===== src/rtl/epi_pkg.sv =====
// Package: register map, field positions and codes of the external pin interrupt unit
package epi_pkg;

    // ------------------------------------------------------------------
    // Bus geometry
    // ------------------------------------------------------------------
    localparam int ADDR_W = 12;
    localparam int IDX_W = 10;

    // ------------------------------------------------------------------
    // Register indices (byte address is four times the index)
    // ------------------------------------------------------------------
    localparam logic [IDX_W-1:0] IDX_FLAGS = 10'h03C;
    localparam logic [IDX_W-1:0] IDX_ENABLE = 10'h03D;
    localparam logic [IDX_W-1:0] IDX_SENSE = 10'h069;
    localparam logic [IDX_W-1:0] IDX_MASK_LOW = 10'h06B;
    localparam logic [IDX_W-1:0] IDX_MASK_HIGH = 10'h06C;
    localparam logic [IDX_W-1:0] IDX_IRQ_STATUS = 10'h070;
    localparam logic [IDX_W-1:0] IDX_IRQ_MASK = 10'h071;

    // ------------------------------------------------------------------
    // Reset values
    // ------------------------------------------------------------------
    localparam logic [7:0] RST_FLAGS = 8'h00;
    localparam logic [7:0] RST_ENABLE = 8'h00;
    localparam logic [7:0] RST_SENSE = 8'h00;
    localparam logic [7:0] RST_MASK = 8'h00;

    // ------------------------------------------------------------------
    // Field positions shared by flags, enable, event status and event mask, and of the sense field
    // ------------------------------------------------------------------
    localparam int BIT_PIN = 0;
    localparam int BIT_GROUP_LOW = 6;
    localparam int BIT_GROUP_HIGH = 7;
    localparam logic [7:0] IMPL_BITS = 8'hC1;
    localparam int SENSE_LO = 0;
    localparam int SENSE_HI = 1;

    // ------------------------------------------------------------------
    // Sense modes of the single interrupt pin
    // ------------------------------------------------------------------
    typedef enum logic [1:0] {
        EPI_SENSE_LOW = 2'b00,
        EPI_SENSE_ANY = 2'b01,
        EPI_SENSE_FALL = 2'b10,
        EPI_SENSE_RISE = 2'b11
    } epi_sense_e;

endpackage : epi_pkg


===== src/rtl/epi_top.sv =====
// External pin interrupt unit: one sensed pin, sixteen change pins, APB registers
//
// Overview of operation
// - Sense field: low, any, falling, rising
// - Pin events detected regardless of pin direction
// - Pins 15..8 high group, 7..0 low
// - Pin watched when mask and group enabled
// - Mask bit k maps pin k, 8+k
// - Pin change raises wake request
// - Low level requests continuously while held
// - Edge modes need the running clock
// - Low level raises wake request too
// - Pin sampled before edge detection
// - Pin request needs enable and global enable
// - Group enables bits 7 and 6
// - Flags set on events, request when enabled
// - Flag cleared by handler or written one
// - Pin flag held zero in low mode
// - Three separate request vectors
//
// Register access over APB was decided locally.
`timescale 1ns/1ns

module epi_top #(
    parameter int PINS = 16,                               // Change pins
    parameter int GROUP_W = 8                              // Pins per group
) (
    input wire logic pclk,                                 // Bus clock, 50 MHz
    input wire logic presetn,                              // Async reset, low
    input wire logic psel,                                 // APB select
    input wire logic penable,                              // APB enable
    input wire logic pwrite,                               // APB direction
    input wire logic [epi_pkg::ADDR_W-1:0] paddr,          // APB byte address
    input wire logic [31:0] pwdata,                        // APB write data
    output logic [31:0] prdata,                            // APB read data
    output logic pready,                                   // APB ready
    output logic pslverr,                                  // APB error
    input wire logic sense_irq_pin,                        // Sensed pin level
    input wire logic [PINS-1:0] change_watch_pins,         // Change pin levels
    input wire logic global_irq_enable,                    // Processor I-flag
    input wire logic [2:0] handler_entry,                  // Vector taken pulses
    output logic req_sense_pin,                            // Pin vector request
    output logic req_group_low,                            // Low group request
    output logic req_group_high,                           // High group request
    output logic wake_request,                             // Wake from sleep
    output logic irq                                       // Event interrupt
);
    import epi_pkg::*;

    // ------------------------------------------------------------------
    // Declarations
    // ------------------------------------------------------------------
    logic [7:0] external_irq_flags;
    logic [7:0] external_irq_enable;
    logic [7:0] external_irq_sense_control;
    logic [7:0] pin_change_mask_low;
    logic [7:0] pin_change_mask_high;
    logic [7:0] irq_status;
    logic [7:0] irq_mask;
    logic pin_lat;
    logic pin_sync;
    logic pin_prev;
    logic [PINS-1:0] chg_lat;
    logic [PINS-1:0] chg_sync;
    logic [PINS-1:0] chg_prev;
    logic [PINS-1:0] pin_enabled;
    logic [PINS-1:0] pin_toggled;
    logic [1:0] sense_sel;
    logic sense_event;
    logic level_low_mode;
    logic group_low_set;
    logic group_high_set;
    logic [7:0] event_set;
    logic [IDX_W-1:0] acc_idx;
    logic acc_aligned;
    logic setup_phase;
    logic access_done;
    logic wr_done;
    logic rd_done;
    logic hit;
    logic [7:0] next_rdata;
    logic [7:0] flag_clear;

    // ------------------------------------------------------------------
    // Bus decode
    // ------------------------------------------------------------------
    // Offsets are word indices, so the low two address bits must be zero
    assign acc_idx = paddr[ADDR_W-1:2];
    assign acc_aligned = (paddr[1:0] == 2'b00);
    assign setup_phase = psel & ~penable;
    assign access_done = psel & penable & pready;
    assign wr_done = access_done & pwrite & ~pslverr;
    assign rd_done = access_done & ~pwrite & ~pslverr;

    // Read mux and hit detection, evaluated in the setup cycle
    always_comb begin
        hit = acc_aligned;
        next_rdata = 8'h00;
        unique case (acc_idx)
            IDX_FLAGS: next_rdata = external_irq_flags;
            IDX_ENABLE: next_rdata = external_irq_enable;
            IDX_SENSE: next_rdata = external_irq_sense_control;
            IDX_MASK_LOW: next_rdata = pin_change_mask_low;
            IDX_MASK_HIGH: next_rdata = pin_change_mask_high;
            IDX_IRQ_STATUS: next_rdata = irq_status;
            IDX_IRQ_MASK: next_rdata = irq_mask;
            default: hit = 1'b0;
        endcase
    end

    // Answer registered in setup, so every access has one access cycle
    always_ff @(posedge pclk or negedge presetn) begin
        if (!presetn) begin
            pready <= 1'b0;
            pslverr <= 1'b0;
            prdata <= 32'h0000_0000;
        end else begin
            pready <= setup_phase;
            if (setup_phase) begin
                pslverr <= ~hit;
                prdata <= (hit && !pwrite) ? {24'h00_0000, next_rdata} : 32'h0000_0000;
            end else begin
                pslverr <= 1'b0;
            end
        end
    end

    // ------------------------------------------------------------------
    // Control registers written by software
    // ------------------------------------------------------------------
    // Sense field, enables, the two pin masks and the event mask
    always_ff @(posedge pclk or negedge presetn) begin
        if (!presetn) begin
            external_irq_sense_control <= RST_SENSE;
            external_irq_enable <= RST_ENABLE;
            pin_change_mask_low <= RST_MASK;
            pin_change_mask_high <= RST_MASK;
            irq_mask <= RST_MASK;
        end else if (wr_done) begin
            unique case (acc_idx)
                IDX_SENSE: external_irq_sense_control <= {6'h00, pwdata[1:0]};
                IDX_ENABLE: external_irq_enable <= pwdata[7:0] & IMPL_BITS;
                IDX_MASK_LOW: pin_change_mask_low <= pwdata[7:0];
                IDX_MASK_HIGH: pin_change_mask_high <= pwdata[7:0];
                IDX_IRQ_MASK: irq_mask <= pwdata[7:0] & IMPL_BITS;
                default: ;
            endcase
        end
    end

    assign sense_sel = {external_irq_sense_control[SENSE_HI],
                        external_irq_sense_control[SENSE_LO]};
    assign level_low_mode = (sense_sel == EPI_SENSE_LOW);

    // ------------------------------------------------------------------
    // Sensed pin: synchroniser then edge detection
    // ------------------------------------------------------------------
    // The pin is taken whatever its direction, so software may drive it
    always_ff @(posedge pclk or negedge presetn) begin
        if (!presetn) begin
            pin_lat <= 1'b1;
            pin_sync <= 1'b1;
            pin_prev <= 1'b1;
        end else begin
            pin_lat <= sense_irq_pin;
            pin_sync <= pin_lat;
            pin_prev <= pin_sync;
        end
    end

    // Edge modes compare two clocked samples; pulses under a period may be lost
    always_comb begin
        sense_event = 1'b0;
        unique case (sense_sel)
            EPI_SENSE_LOW: sense_event = 1'b0;
            EPI_SENSE_ANY: sense_event = pin_sync ^ pin_prev;
            EPI_SENSE_FALL: sense_event = ~pin_sync & pin_prev;
            EPI_SENSE_RISE: sense_event = pin_sync & ~pin_prev;
        endcase
    end

    // ------------------------------------------------------------------
    // Change pins: per pin synchroniser, enable and toggle detection
    // ------------------------------------------------------------------
    genvar gi;
    generate
        for (gi = 0; gi < PINS; gi++) begin : g_chg
            // Mask bit k of each group register steers pin k of that group
            if (gi < GROUP_W) begin : g_low
                assign pin_enabled[gi] = pin_change_mask_low[gi]
                    & external_irq_enable[BIT_GROUP_LOW];
            end else begin : g_high
                assign pin_enabled[gi] = pin_change_mask_high[gi-GROUP_W]
                    & external_irq_enable[BIT_GROUP_HIGH];
            end

            always_ff @(posedge pclk or negedge presetn) begin
                if (!presetn) begin
                    chg_lat[gi] <= 1'b0;
                    chg_sync[gi] <= 1'b0;
                    chg_prev[gi] <= 1'b0;
                end else begin
                    chg_lat[gi] <= change_watch_pins[gi];
                    chg_sync[gi] <= chg_lat[gi];
                    chg_prev[gi] <= chg_sync[gi];
                end
            end

            assign pin_toggled[gi] = pin_enabled[gi] & (chg_sync[gi] ^ chg_prev[gi]);
        end
    endgenerate

    // Group set pulses from any enabled toggle in that group
    assign group_low_set = |pin_toggled[GROUP_W-1:0];
    assign group_high_set = |pin_toggled[PINS-1:GROUP_W];

    // ------------------------------------------------------------------
    // Flag register: hardware set beats both kinds of clear
    // ------------------------------------------------------------------
    always_comb begin
        event_set = 8'h00;
        event_set[BIT_PIN] = sense_event;
        event_set[BIT_GROUP_LOW] = group_low_set;
        event_set[BIT_GROUP_HIGH] = group_high_set;
        flag_clear = {handler_entry[2], handler_entry[1], 5'h00, handler_entry[0]};
        if (wr_done && acc_idx == IDX_FLAGS) begin
            flag_clear = flag_clear | (pwdata[7:0] & IMPL_BITS);
        end
    end

    always_ff @(posedge pclk or negedge presetn) begin
        if (!presetn) begin
            external_irq_flags <= RST_FLAGS;
        end else begin
            external_irq_flags <= (external_irq_flags & ~flag_clear) | event_set;
            if (level_low_mode) begin
                external_irq_flags[BIT_PIN] <= 1'b0;
            end
        end
    end

    // ------------------------------------------------------------------
    // Requests to the processor, one line per vector
    // ------------------------------------------------------------------
    // Low mode requests straight from the level, so it drops when the pin rises
    always_ff @(posedge pclk or negedge presetn) begin
        if (!presetn) begin
            req_sense_pin <= 1'b0;
            req_group_low <= 1'b0;
            req_group_high <= 1'b0;
        end else begin
            req_sense_pin <= global_irq_enable & external_irq_enable[BIT_PIN]
                & (level_low_mode ? ~pin_sync : external_irq_flags[BIT_PIN]);
            req_group_low <= global_irq_enable & external_irq_enable[BIT_GROUP_LOW]
                & external_irq_flags[BIT_GROUP_LOW];
            req_group_high <= global_irq_enable & external_irq_enable[BIT_GROUP_HIGH]
                & external_irq_flags[BIT_GROUP_HIGH];
        end
    end

    // ------------------------------------------------------------------
    // Wake request from the synchronised samples
    // ------------------------------------------------------------------
    // Limitation: with a single clock the wake path is registered, not clockless
    always_ff @(posedge pclk or negedge presetn) begin
        if (!presetn) begin
            wake_request <= 1'b0;
        end else begin
            wake_request <= (|pin_toggled)
                | (level_low_mode & external_irq_enable[BIT_PIN] & ~pin_sync);
        end
    end

    // ------------------------------------------------------------------
    // Sticky event status, cleared by reading it, and the interrupt line
    // ------------------------------------------------------------------
    always_ff @(posedge pclk or negedge presetn) begin
        if (!presetn) begin
            irq_status <= RST_FLAGS;
        end else if (rd_done && acc_idx == IDX_IRQ_STATUS) begin
            irq_status <= event_set;
        end else begin
            irq_status <= irq_status | event_set;
        end
    end

    always_ff @(posedge pclk or negedge presetn) begin
        if (!presetn) begin
            irq <= 1'b0;
        end else begin
            irq <= |(irq_status & irq_mask);
        end
    end

endmodule : epi_top


===== config.mk =====
export PLATFORM = sky130hd
export DESIGN_NAME = epi_top
export DESIGN_NICKNAME = d
export VERILOG_FILES = /design/src/rtl/epi_pkg.sv /design/src/rtl/epi_top.sv
export SDC_FILE = /design/constraint.sdc
export NUM_CORES = 1
export LEC_CHECK = 0
export BUFFER_PORTS_ARGS = -buffer_cell sky130_fd_sc_hd__buf_2
export CAP_MARGIN = 20
export CORE_MARGIN = 4
export CORE_UTILIZATION = 55
export DETAILED_ROUTE_END_ITERATION = 6
export GPL_TIMING_DRIVEN = 0
export MAX_ROUTING_LAYER = met4
export PLACE_DENSITY_LB_ADDON = 0.08
export SLEW_MARGIN = 20
export SYNTH_ARGS = -nofsm -noshare
export SYNTH_HDL_FRONTEND = slang
export SYNTH_SLANG_ARGS = --single-unit

===== constraint.sdc =====
create_clock -name pclk -period 3.95 [get_ports pclk]
set_input_delay 1.185 -clock pclk [delete_from_list [all_inputs] [get_ports pclk]]
set_output_delay 1.185 -clock pclk [all_outputs]
set_load 0.03 [all_outputs]

Word level (Yosys, flattened, before mapping)
Cells that the tools add are included.

cells by class
  equal/unequal tests = 10
  muxes and demuxes = 9
  bitwise logic cells = 79
  reduce and logical (&&, ||, !) cells = 16

operators by type and width
  kind                 count
  $pmux 8 s7           1
  $eq 10x7->1 const B  5
  $and 1x1->1          49
  $mux 8               3
  $or 8x8->8           3
  $reduce_or 8->1      3
  $eq 10x6->1 const B  2
  $xor 1x1->1          17
  $and 8x8->8          2
  $reduce_or 16->1     1
  $reduce_and 2->1     5
  $not 8->8            1
  $reduce_or 7->1      1
  $not 1->1            6
  $eq 2x2->1 const B   2
  $logic_not 2->1      2
  $mux 1               4
  $pmux 1 s4           1
  $logic_and 1x1->1    3
  $eq 2x1->1 const B   1
  $logic_not 1->1      1
  $or 1x1->1           1

storage, ports and cells
  register bits after elaboration = 130
  input bits = 70
  output and inout port bits = 39

Depth between registers and ports, before layout
Gate-level depths: netlist (run 1).

  depth in word-level cells = 10
  gate-level depth with buffers = 6

Least setup slack after synthesis (run 1)
OpenSTA, ideal clock, no wires.

  path kind = input to register
  start = input paddr[9] (netlist bit)
  end = register pin_change_mask_high[0]
  arrival time = 2.938 ns
  slack = 0.887 ns
  stages on the path = 6
  buffers on the path = 2
  cells stage by stage = or4b_1 > buf_2 > nor3_1 > nor2b_1 > buf_4 > mux2_2

between the ends
  word-level cells in the longest chain between the ends = 2

ends and longest elaborated chain
  item                               line            source
  from (decl)                        epi_top.sv:33   input wire logic [epi_pkg::ADDR_W-1:0] paddr,
  $eq 10x7->1                        epi_top.sv:140  unique case (acc_idx)
  $reduce_and 2->1 (no source line)  n/a
  to (signal assigned)               epi_top.sv:144  IDX_MASK_HIGH: pin_change_mask_high <= pwdata[7:0];
  to (decl)                          epi_top.sv:57   logic [7:0] pin_change_mask_high;

No other way between the ends.
A chain may end at the register's enable or synchronous reset.

Worst setup path in the final report (run 1)
  start = input paddr[9] (netlist bit)
  end = register prdata[6]

between the ends
  word-level cells in the longest chain between the ends = 5
  elaborated cells between the ends (all ways) = 12
  those cells by class = eq/ne (7); mux (3); reduce/logical (2)

ends and longest elaborated chain
  item                                        line            source
  $eq 10x6->1 or $eq 10x7->1 (tied branches)  epi_top.sv:99   unique case (acc_idx)
  $reduce_or 7->1 (no source line)            n/a
  $mux 1                                      epi_top.sv:99
  $logic_and 1x1->1                           epi_top.sv:121  prdata <= (hit && !pwrite) ? {24'h00_0000, next_rdata} : 32'h0000_0000;
  $mux 8 (*)                                  epi_top.sv:121
  to (signal assigned)                        epi_top.sv:121
  to (decl)                                   epi_top.sv:35   output logic [31:0] prdata,

Every way passes the cells marked *; elsewhere a longest branch is shown, timed or not.

==> impl_metrics.json, run 1 <==
{
  "grt_max_degree": 51,
  "cts-buffers-inserted": 9,
  "layout-drive-gt1-share_pct": 36.1,
  "reg2reg_from": "pslverr",
  "drtPass1Iterations": 7,
  "pre_cts_slack_ns": 0.444,
  "critPathCaptureType": "flop",
  "hold_depth": 0,
  "worstMarginPinSlew_ns": 1.00,
  "async_flop_share_pct": 100,
  "clock_path_buffers": 2,
  "status": "finished, final reports clean",
  "synth-edff-count": 0,
  "r2r_setup_slack_ns": 2.02,
  "required_ns": 4.23,
  "synth_flop_cell": "dfrtp_1",
  "antenna_left": 0,
  "fin_crit_sh_pct": 79.2,
  "layout.nets": 455,
  "synth_area_um2": 3850,
  "relSlewSlack_pct": 32.7,
  "gr-usage-all-layers_pct": 19.5,
  "place_congestion": 0.889,
  "min_path_type": "reg -> reg",
  "drv_slew": 0,
  "n_antenna_cell": 0,
  "multi_input_area_um2": 1280,
  "antenna_found_initial": 0,
  "overflow": 0,
  "yosysWarnings": 0,
  "drc": 0,
  "io_pins": 109,
  "hpwl_um": 5800,
  "floorplan.initialDensity_pct": 56.6,
  "total_power_mw": 1.78,
  "ir_worst_vdd_uv": 302,
  "final.setup.tns_ns": 0,
  "die_h_um": 91.6,
  "power_density_nw_per_um2": 388,
  "holdBufCountCts": 0,
  "areaGrowthSynthToFinish_pct": 19.0,
  "arrival_ns": 3.40,
  "synthCells": 289,
  "finalCriticalPeriod_ns": 3.13,
  "post_cts_buffers": 0,
  "synth-seq-area-share_pct": 62.5,
  "coreArea_um2": 6790,
  "drt_iter0_drc": 106,
  "root_buffer": "clkbuf_8",
  "cts_resized": 0,
  "die_area_um2": 8400,
  "maxCapViolations": 0,
  "hp-start": "chg_lat[6]",
  "finalClockSkew_ns": 0.00918,
  "worst_slack_ns": 0.824,
  "syn_avg_cell_area_um2": 13.3,
  "total_leakage_power_nw": 2.25,
  "grt_pass1_wl_um": 12300,
  "h-tree-depth": 3,
  "wl_um": 7570,
  "critPathMaxFanout": 10,
  "vias": 2454,
  "insertion_delay_ns": 0.35,
  "cp-start-kind": "primary input",
  "clock.fmax_mhz": 320,
  "grt_pass1_vias": 2407,
  "timing.hold.ws_ns": 0.356,
  "layout_commonest_cell": "dfrtp_1",
  "timing.rr.end": "external_irq_enable[0]",
  "synth_seq_cells": 96,
  "rr_worst_depth": 4,
  "final_cell_mix": "dfrtp_1, buf_2, mux2_2",
  "vias_per_cell": 5.07,
  "rsz0062_at_grt": "false",
  "io_buffers": 59,
  "cts_tree": "yes",
  "final_area_um2": 4580,
  "placed_area_um2": 4380,
  "ys_types": 46,
  "worstHoldEndpoint": "chg_sync[6]",
  "wl_per_cell_um": 15.6,
  "clk_pin_slew_worst_paths_ns": 0.10,
  "clock-sinks": 96,
  "fillers": 518,
  "die_w_um": 91.6,
  "finalSetupViolations": 0,
  "path_class": "in -> reg",
  "regArea_um2": 2410,
  "rows": 30,
  "hold_viol": 0
}
==> layout make-up <==
class                   instances  area share (%)
clock buffers                   9            2.71
multi-input cells             175            27.9
plain buffers                  31            4.65
repair buffers                 60            7.19
flip-flops and latches         96            52.6
well taps                      96            2.62
inverters                      10           0.820
clock inverters                 7            1.56
==> cell usage after synthesis, drive strengths merged, types with 3 or more instances <==
cell / number / area share, %
and3: 3 / 0.49
a21oi: 3 / 0.39
buf: 28 / 5.2
dfstp: 3 / 2.0
nand2b: 5 / 0.81
nor2: 5 / 0.49
clkbuf: 3 / 0.29
o21ai: 8 / 1.0
mux2i: 5 / 1.3
inv: 10 / 0.98
nor3: 5 / 0.65
nand3: 3 / 0.39
mux2: 26 / 7.6
dfrtp: 93 / 60
nor2b: 3 / 0.49
a22oi: 13 / 2.5
nand2: 13 / 1.3
xor2: 16 / 3.6
nor4: 9 / 2.0
==> per-layer routing <==
layer,wire [µm],vias to the layer above,global-route usage (%)
li1,-,1171,-
met2,3540,81,29.1
met1,3420,1192,26.9
met3,507,10,4.76
met5,0,-,-
met4,99,0,5.78
==> power breakdown <==
| group | internal [mW] | total [mW] | switching [mW] |
|---|---|---|---|
| Sequential | 1.01 | 1.02 | 0.0127 |
| Clock | 0.246 | 0.615 | 0.369 |
| Combinational | 0.0514 | 0.140 | 0.0885 |
==> sequential cells by signal, indices dropped and copies added (netlist names), 2 cells and up <==
signal / count
chg_lat: 16
chg_prev: 16
chg_sync: 16
external_irq_enable: 3
external_irq_flags: 3
external_irq_sense_control: 2
irq_mask: 3
irq_status: 3
pin_change_mask_high: 8
pin_change_mask_low: 8
prdata: 8
==> critical path, cell delays in order <==
cell	delay, ns
buf_2	0.09
or4b_1	0.52
buf_2	0.17
buf_2	0.18
nor4_1	0.86
nand2_1	0.17
a32oi_1	0.22
==> logic make-up (layout without fill, tap and decap cells) <==
logic type | count (synthesis) | in the layout | synth area share, %
xor gates and xnor gates | 16 | 16 | 3.64
AOI/OAI and AO/OA | 46 | 46 | 8.85
other | 1 | 24 | 0.0975
muxes | 31 | 31 | 8.91
and+or+nand+nor | 56 | 56 | 8.81
buffers and inverters | 41 | 117 | 6.50
adders and majority gates | 2 | 2 | 0.650
DFF | 96 | 96 | 62.5
==> per-stage QoR <==
step,util (%),cells
floorplan,-,312
global placement,64.0,467
detailed placement,64.5,468
CTS,67.4,484
global route,67.4,484
finish,67.4,484
==> worst max path at each step <==
stage / startpoint / endpoint / slack [ns]
3_5_place_dp: paddr[9] / pin_change_mask_high[0] / 0.44
3_3_place_gp: paddr[9] / prdata[6] / 0.42
6_report: paddr[9] / prdata[6] / 0.82
5_1_grt: paddr[9] / prdata[6] / 0.67
2_1_floorplan: paddr[9] / pin_change_mask_high[0] / 0.89
4_1_cts: paddr[9] / prdata[6] / 0.82
Power figures use the tool's default switching activity.
==> run 2: changes to the inputs <==
- CORE_UTILIZATION: 55 -> 52
- clock period: 3.95 -> 2.9 ns (I/O delays scaled with it)
==> impl_metrics.json, run 2 (same netlist as run 1, synthesis figures left out) <==
{
  "status": "finished, final reports clean",
  "relSlewSlack_pct": 43.8,
  "dp.cells": 471,
  "wl_per_cell_um": 15.8,
  "drt_iter0_drc": 73,
  "top_regs": "chg_lat (16), chg_prev (16), chg_sync (16)",
  "io_pins": 109,
  "vias_per_cell": 5.05,
  "holdBufCountCts": 0,
  "grt_pass1_wl_um": 12300,
  "placed_area_um2": 4390,
  "grt_pass1_vias": 2425,
  "coreArea_um2": 7210,
  "overflow": 0,
  "layout_commonest_cell": "dfrtp_1",
  "rows": 31,
  "gr-usage-all-layers_pct": 19.1,
  "insertion_delay_ns": 0.37,
  "fin_crit_sh_pct": 95.4,
  "h-tree-depth": 3,
  "r2r_setup_slack_ns": 0.86,
  "drtPass1Iterations": 5,
  "areaGrowthSynthToFinish_pct": 19.7,
  "die_h_um": 94.0,
  "vias": 2460,
  "finalCriticalPeriod_ns": 2.77,
  "clock_path_buffers": 2,
  "maxCapViolations": 0,
  "ir_worst_vdd_uv": 409,
  "drc": 0,
  "critPathMaxFanout": 10,
  "path_class": "in -> reg",
  "hold_viol": 0,
  "rsz0062_at_grt": "false",
  "critPathCaptureType": "flop",
  "worstMarginPinSlew_ns": 0.836,
  "clk_pin_slew_worst_paths_ns": 0.11,
  "hpwl_um": 5870,
  "timing.rr.end": "external_irq_enable[7]",
  "cts_tree": "yes",
  "cts_resized": 0,
  "final.setup.tns_ns": 0,
  "crit_path_start": "paddr[9]",
  "die_area_um2": 8840,
  "antenna_found_initial": 0,
  "reg2reg_from": "pslverr",
  "layout.nets": 455,
  "final_cell_mix": "dfrtp_1, buf_2, mux2_2",
  "antenna_left": 0,
  "post_cts_buffers": 0,
  "timing.hold.ws_ns": 0.321,
  "io_buffers": 59,
  "cts-buffers-inserted": 9,
  "finalSetupViolations": 0,
  "clock-sinks": 96,
  "finalClockSkew_ns": 0.0153,
  "grt_max_degree": 79,
  "die_w_um": 94.0,
  "total_leakage_power_nw": 2.25,
  "final_area_um2": 4610,
  "clock.fmax_mhz": 361,
  "rr_worst_depth": 4,
  "drv_slew": 0,
  "power_density_nw_per_um2": 534,
  "finalNonFillerCells": 487,
  "cp-start-kind": "primary input",
  "required_ns": 3.15,
  "arrival_ns": 3.02,
  "endpoint": "external_irq_enable[7]",
  "n_antenna_cell": 0,
  "layout-drive-gt1-share_pct": 36.6,
  "wl_um": 7690,
  "min_path_type": "in -> async",
  "root_buffer": "clkbuf_8",
  "place_congestion": 0.832,
  "floorplan.initialDensity_pct": 53.3
}
## run 2: changes by cell type in the layout (fill, tap and decap cells not counted), sizes merged
cell	change
clkinvlp	+1
inv	-1
## run 2: layer usage
| metal | wire length (µm) | share of wire, % | GRT usage (%) | up-vias |
|---|---|---|---|---|
| li1 | - | - | - | 1183 |
| met1 | 3510 | 46 | 26.0 | 1181 |
| met2 | 3610 | 47 | 28.4 | 85 |
| met3 | 457 | 5.9 | 3.85 | 11 |
| met4 | 109 | 1.4 | 7.34 | 0 |
| met5 | 0 | 0 | - | - |
## run 2: how the worst min path moves through the flow
stage / startpoint / to / slack, ns / cells past startpoint
global placement: chg_lat[15] / chg_sync[15] / 0.33 / 0
floorplan: chg_lat[0] / chg_sync[0] / 0.33 / 0
finish: presetn / pready / 0.32 / 1
CTS: presetn / pready / 0.31 / 1
global route: presetn / pready / 0.32 / 1
detailed placement: chg_lat[11] / chg_sync[11] / 0.33 / 0
## run 2: metrics by stage
step           total power [mW]  setup slack, ns  util, %
2_1_floorplan              1.53            0.152        -
3_3_place_gp               1.60           -0.309     60.3
3_5_place_dp               1.61           -0.357     60.8
4_1_cts                    2.48           0.0502     63.7
5_1_grt                    2.55           0.0325     63.9
6_report                   2.46            0.133     63.9
## run 2: power breakdown
group	switching (mW)	total (mW)	internal [mW]
clock network	0.529	0.873	0.344
logic	0.120	0.190	0.0701
registers	0.0177	1.39	1.38
## run 2: cell type report
type	instances	area, µm²
Multi-Input combinational cell	175	1290
Sequential cell	96	2410
Fill cell	589	2610
Inverter	10	37.5
Clock buffer	9	124
Buffer	31	213
Clock inverter	7	85.1
Tap cell	99	124
Timing Repair Buffer	60	329
## run 2: critical path, cell delays in order
cell    delay [ns]
buf_2         0.09
or4b_1        0.53
buf_2         0.17
buf_2         0.19
nor4_1        0.75
mux2_2        0.41
==> run 3: changes to the inputs <==
- GPL_TIMING_DRIVEN: 0 -> default
==> impl_metrics.json, run 3 (same netlist as run 1, synthesis figures left out) <==
{
  "clock-sinks": 96,
  "overflow": 0,
  "coreArea_um2": 7210,
  "die_h_um": 94.0,
  "n_antenna_cell": 0,
  "total_leakage_power_nw": 2.16,
  "min_path_type": "reg -> reg",
  "io_pins": 109,
  "finalCriticalPeriod_ns": 2.49,
  "clock.fmax_mhz": 402,
  "fin_crit_sh_pct": 85.8,
  "die_w_um": 94.0,
  "rsz0062_at_grt": "false",
  "drv_slew": 0,
  "cts_tree": "yes",
  "io_buffers": 60,
  "timing.rr.end": "external_irq_enable[6]",
  "grt_pass1_wl_um": 12500,
  "layout.nets": 437,
  "antenna_left": 0,
  "path_cells": "buf_2 > or4b_1 > buf_4 > nor3_1 > nor2b_1 > buf_4 > mux2_2",
  "hpwl_um": 5780,
  "top_regs": "chg_lat (16), chg_prev (16), chg_sync (16)",
  "cts_resized": 0,
  "drc": 0,
  "cp-start-kind": "primary input",
  "status": "finished, final reports clean",
  "power_density_nw_per_um2": 534,
  "vias": 2419,
  "drtPass1Iterations": 5,
  "vias_per_cell": 5.16,
  "placed_area_um2": 4270,
  "floorplan.initialDensity_pct": 53.3,
  "finalSetupViolations": 0,
  "gr-usage-all-layers_pct": 19.6,
  "antenna_found_initial": 0,
  "insertion_delay_ns": 0.36,
  "critPathCaptureType": "flop",
  "grt_max_degree": 50,
  "ir_worst_vdd_uv": 378,
  "layout_commonest_cell": "dfrtp_1",
  "h-tree-depth": 3,
  "hold_viol": 0,
  "wl_um": 7610,
  "finalClockSkew_ns": 0.0121,
  "place_congestion": 0.935,
  "clock_path_buffers": 2,
  "crit_cells": 7,
  "rr_worst_depth": 5,
  "holdBufCountCts": 0,
  "relSlewSlack_pct": 56.8,
  "finalNonFillerCells": 469,
  "final_cell_mix": "dfrtp_1, buf_2, mux2_2",
  "root_buffer": "clkbuf_8",
  "wl_per_cell_um": 16.2,
  "cts-buffers-inserted": 9,
  "critPathMaxStageDelay_ns": 0.57,
  "layout-drive-gt1-share_pct": 34.1,
  "endpoint": "pin_change_mask_high[1]",
  "critPathMaxFanout": 13,
  "post_cts_buffers": 0,
  "critPathTopFamily": "simple AND/OR/NAND/NOR gates",
  "final_area_um2": 4460,
  "cp_num_buf_inv": 3,
  "areaGrowthSynthToFinish_pct": 15.9,
  "crit_top_cell": "buf_4",
  "reg2reg_from": "pslverr",
  "fillers": 601,
  "arrival_ns": 2.73,
  "worstMarginPinSlew_ns": 0.648,
  "r2r_setup_slack_ns": 1.16,
  "die_area_um2": 8840,
  "final.setup.tns_ns": 0,
  "rows": 31,
  "maxCapViolations": 0,
  "dp.cells": 453,
  "required_ns": 3.14,
  "path_class": "in -> reg",
  "grt_pass1_vias": 2416,
  "clk_pin_slew_worst_paths_ns": 0.09,
  "drt_iter0_drc": 112,
  "critical-path-slowest-cell": "or4b_1",
  "crit_path_start": "paddr[9]"
}
==> run 3: cell types whose count changed in the layout (fill, tap and decap cells not counted), sizes merged <==
| cell | change |
|---|---|
| buf | -15 |
| clkbuf | -3 |
| clkinv | -2 |
| clkinvlp | +2 |
==> run 3: stage by stage <==
step	power (mW)	utilization [%]	setup slack [ns]	hold WS, ns
after detailed placement	1.59	59.2	0.0436	0.335
after global placement	1.59	59.2	0.0752	0.332
after CTS	2.41	61.8	0.419	0.358
after floorplan	1.53	-	0.152	0.331
after global routing	2.50	61.8	0.380	0.368
final	2.38	61.8	0.413	0.354
==> run 3: worst min path at each step <==
stage	start	endpoint	slack, ns	depth (start not counted)
finish	chg_lat[3]	chg_sync[3]	0.35	0
global route	pin_lat	pin_sync	0.37	0
CTS	chg_lat[5]	chg_sync[5]	0.36	0
detailed placement	chg_lat[13]	chg_sync[13]	0.33	0
global placement	chg_lat[5]	chg_sync[5]	0.33	0
floorplan	chg_lat[0]	chg_sync[0]	0.33	0
==> run 3: layout make-up <==
type	count	area, µm²	share of cell area [%]
flip-flops and latches	96	2410	54.0
multi-input cells	175	1280	28.6
repair buffers	73	425	9.54
clock buffers	9	124	2.78
well taps	99	124	2.78
clock inverters	7	65.1	1.46
inverters	10	37.5	0.842
==> run 3: power breakdown <==
| part | internal [mW] | switching [mW] |
|---|---|---|
| logic | 0.0505 | 0.117 |
| registers | 1.38 | 0.0181 |
| clock network | 0.326 | 0.491 |
==> run 3: metal layers <==
layer	part of all wire [%]	GRT usage, %	vias to the layer above
li1	-	-	1137
met1	44	26.9	1185
met2	48	29.0	88
met3	6.7	4.01	9
met4	1.1	7.58	0
met5	0	-	-
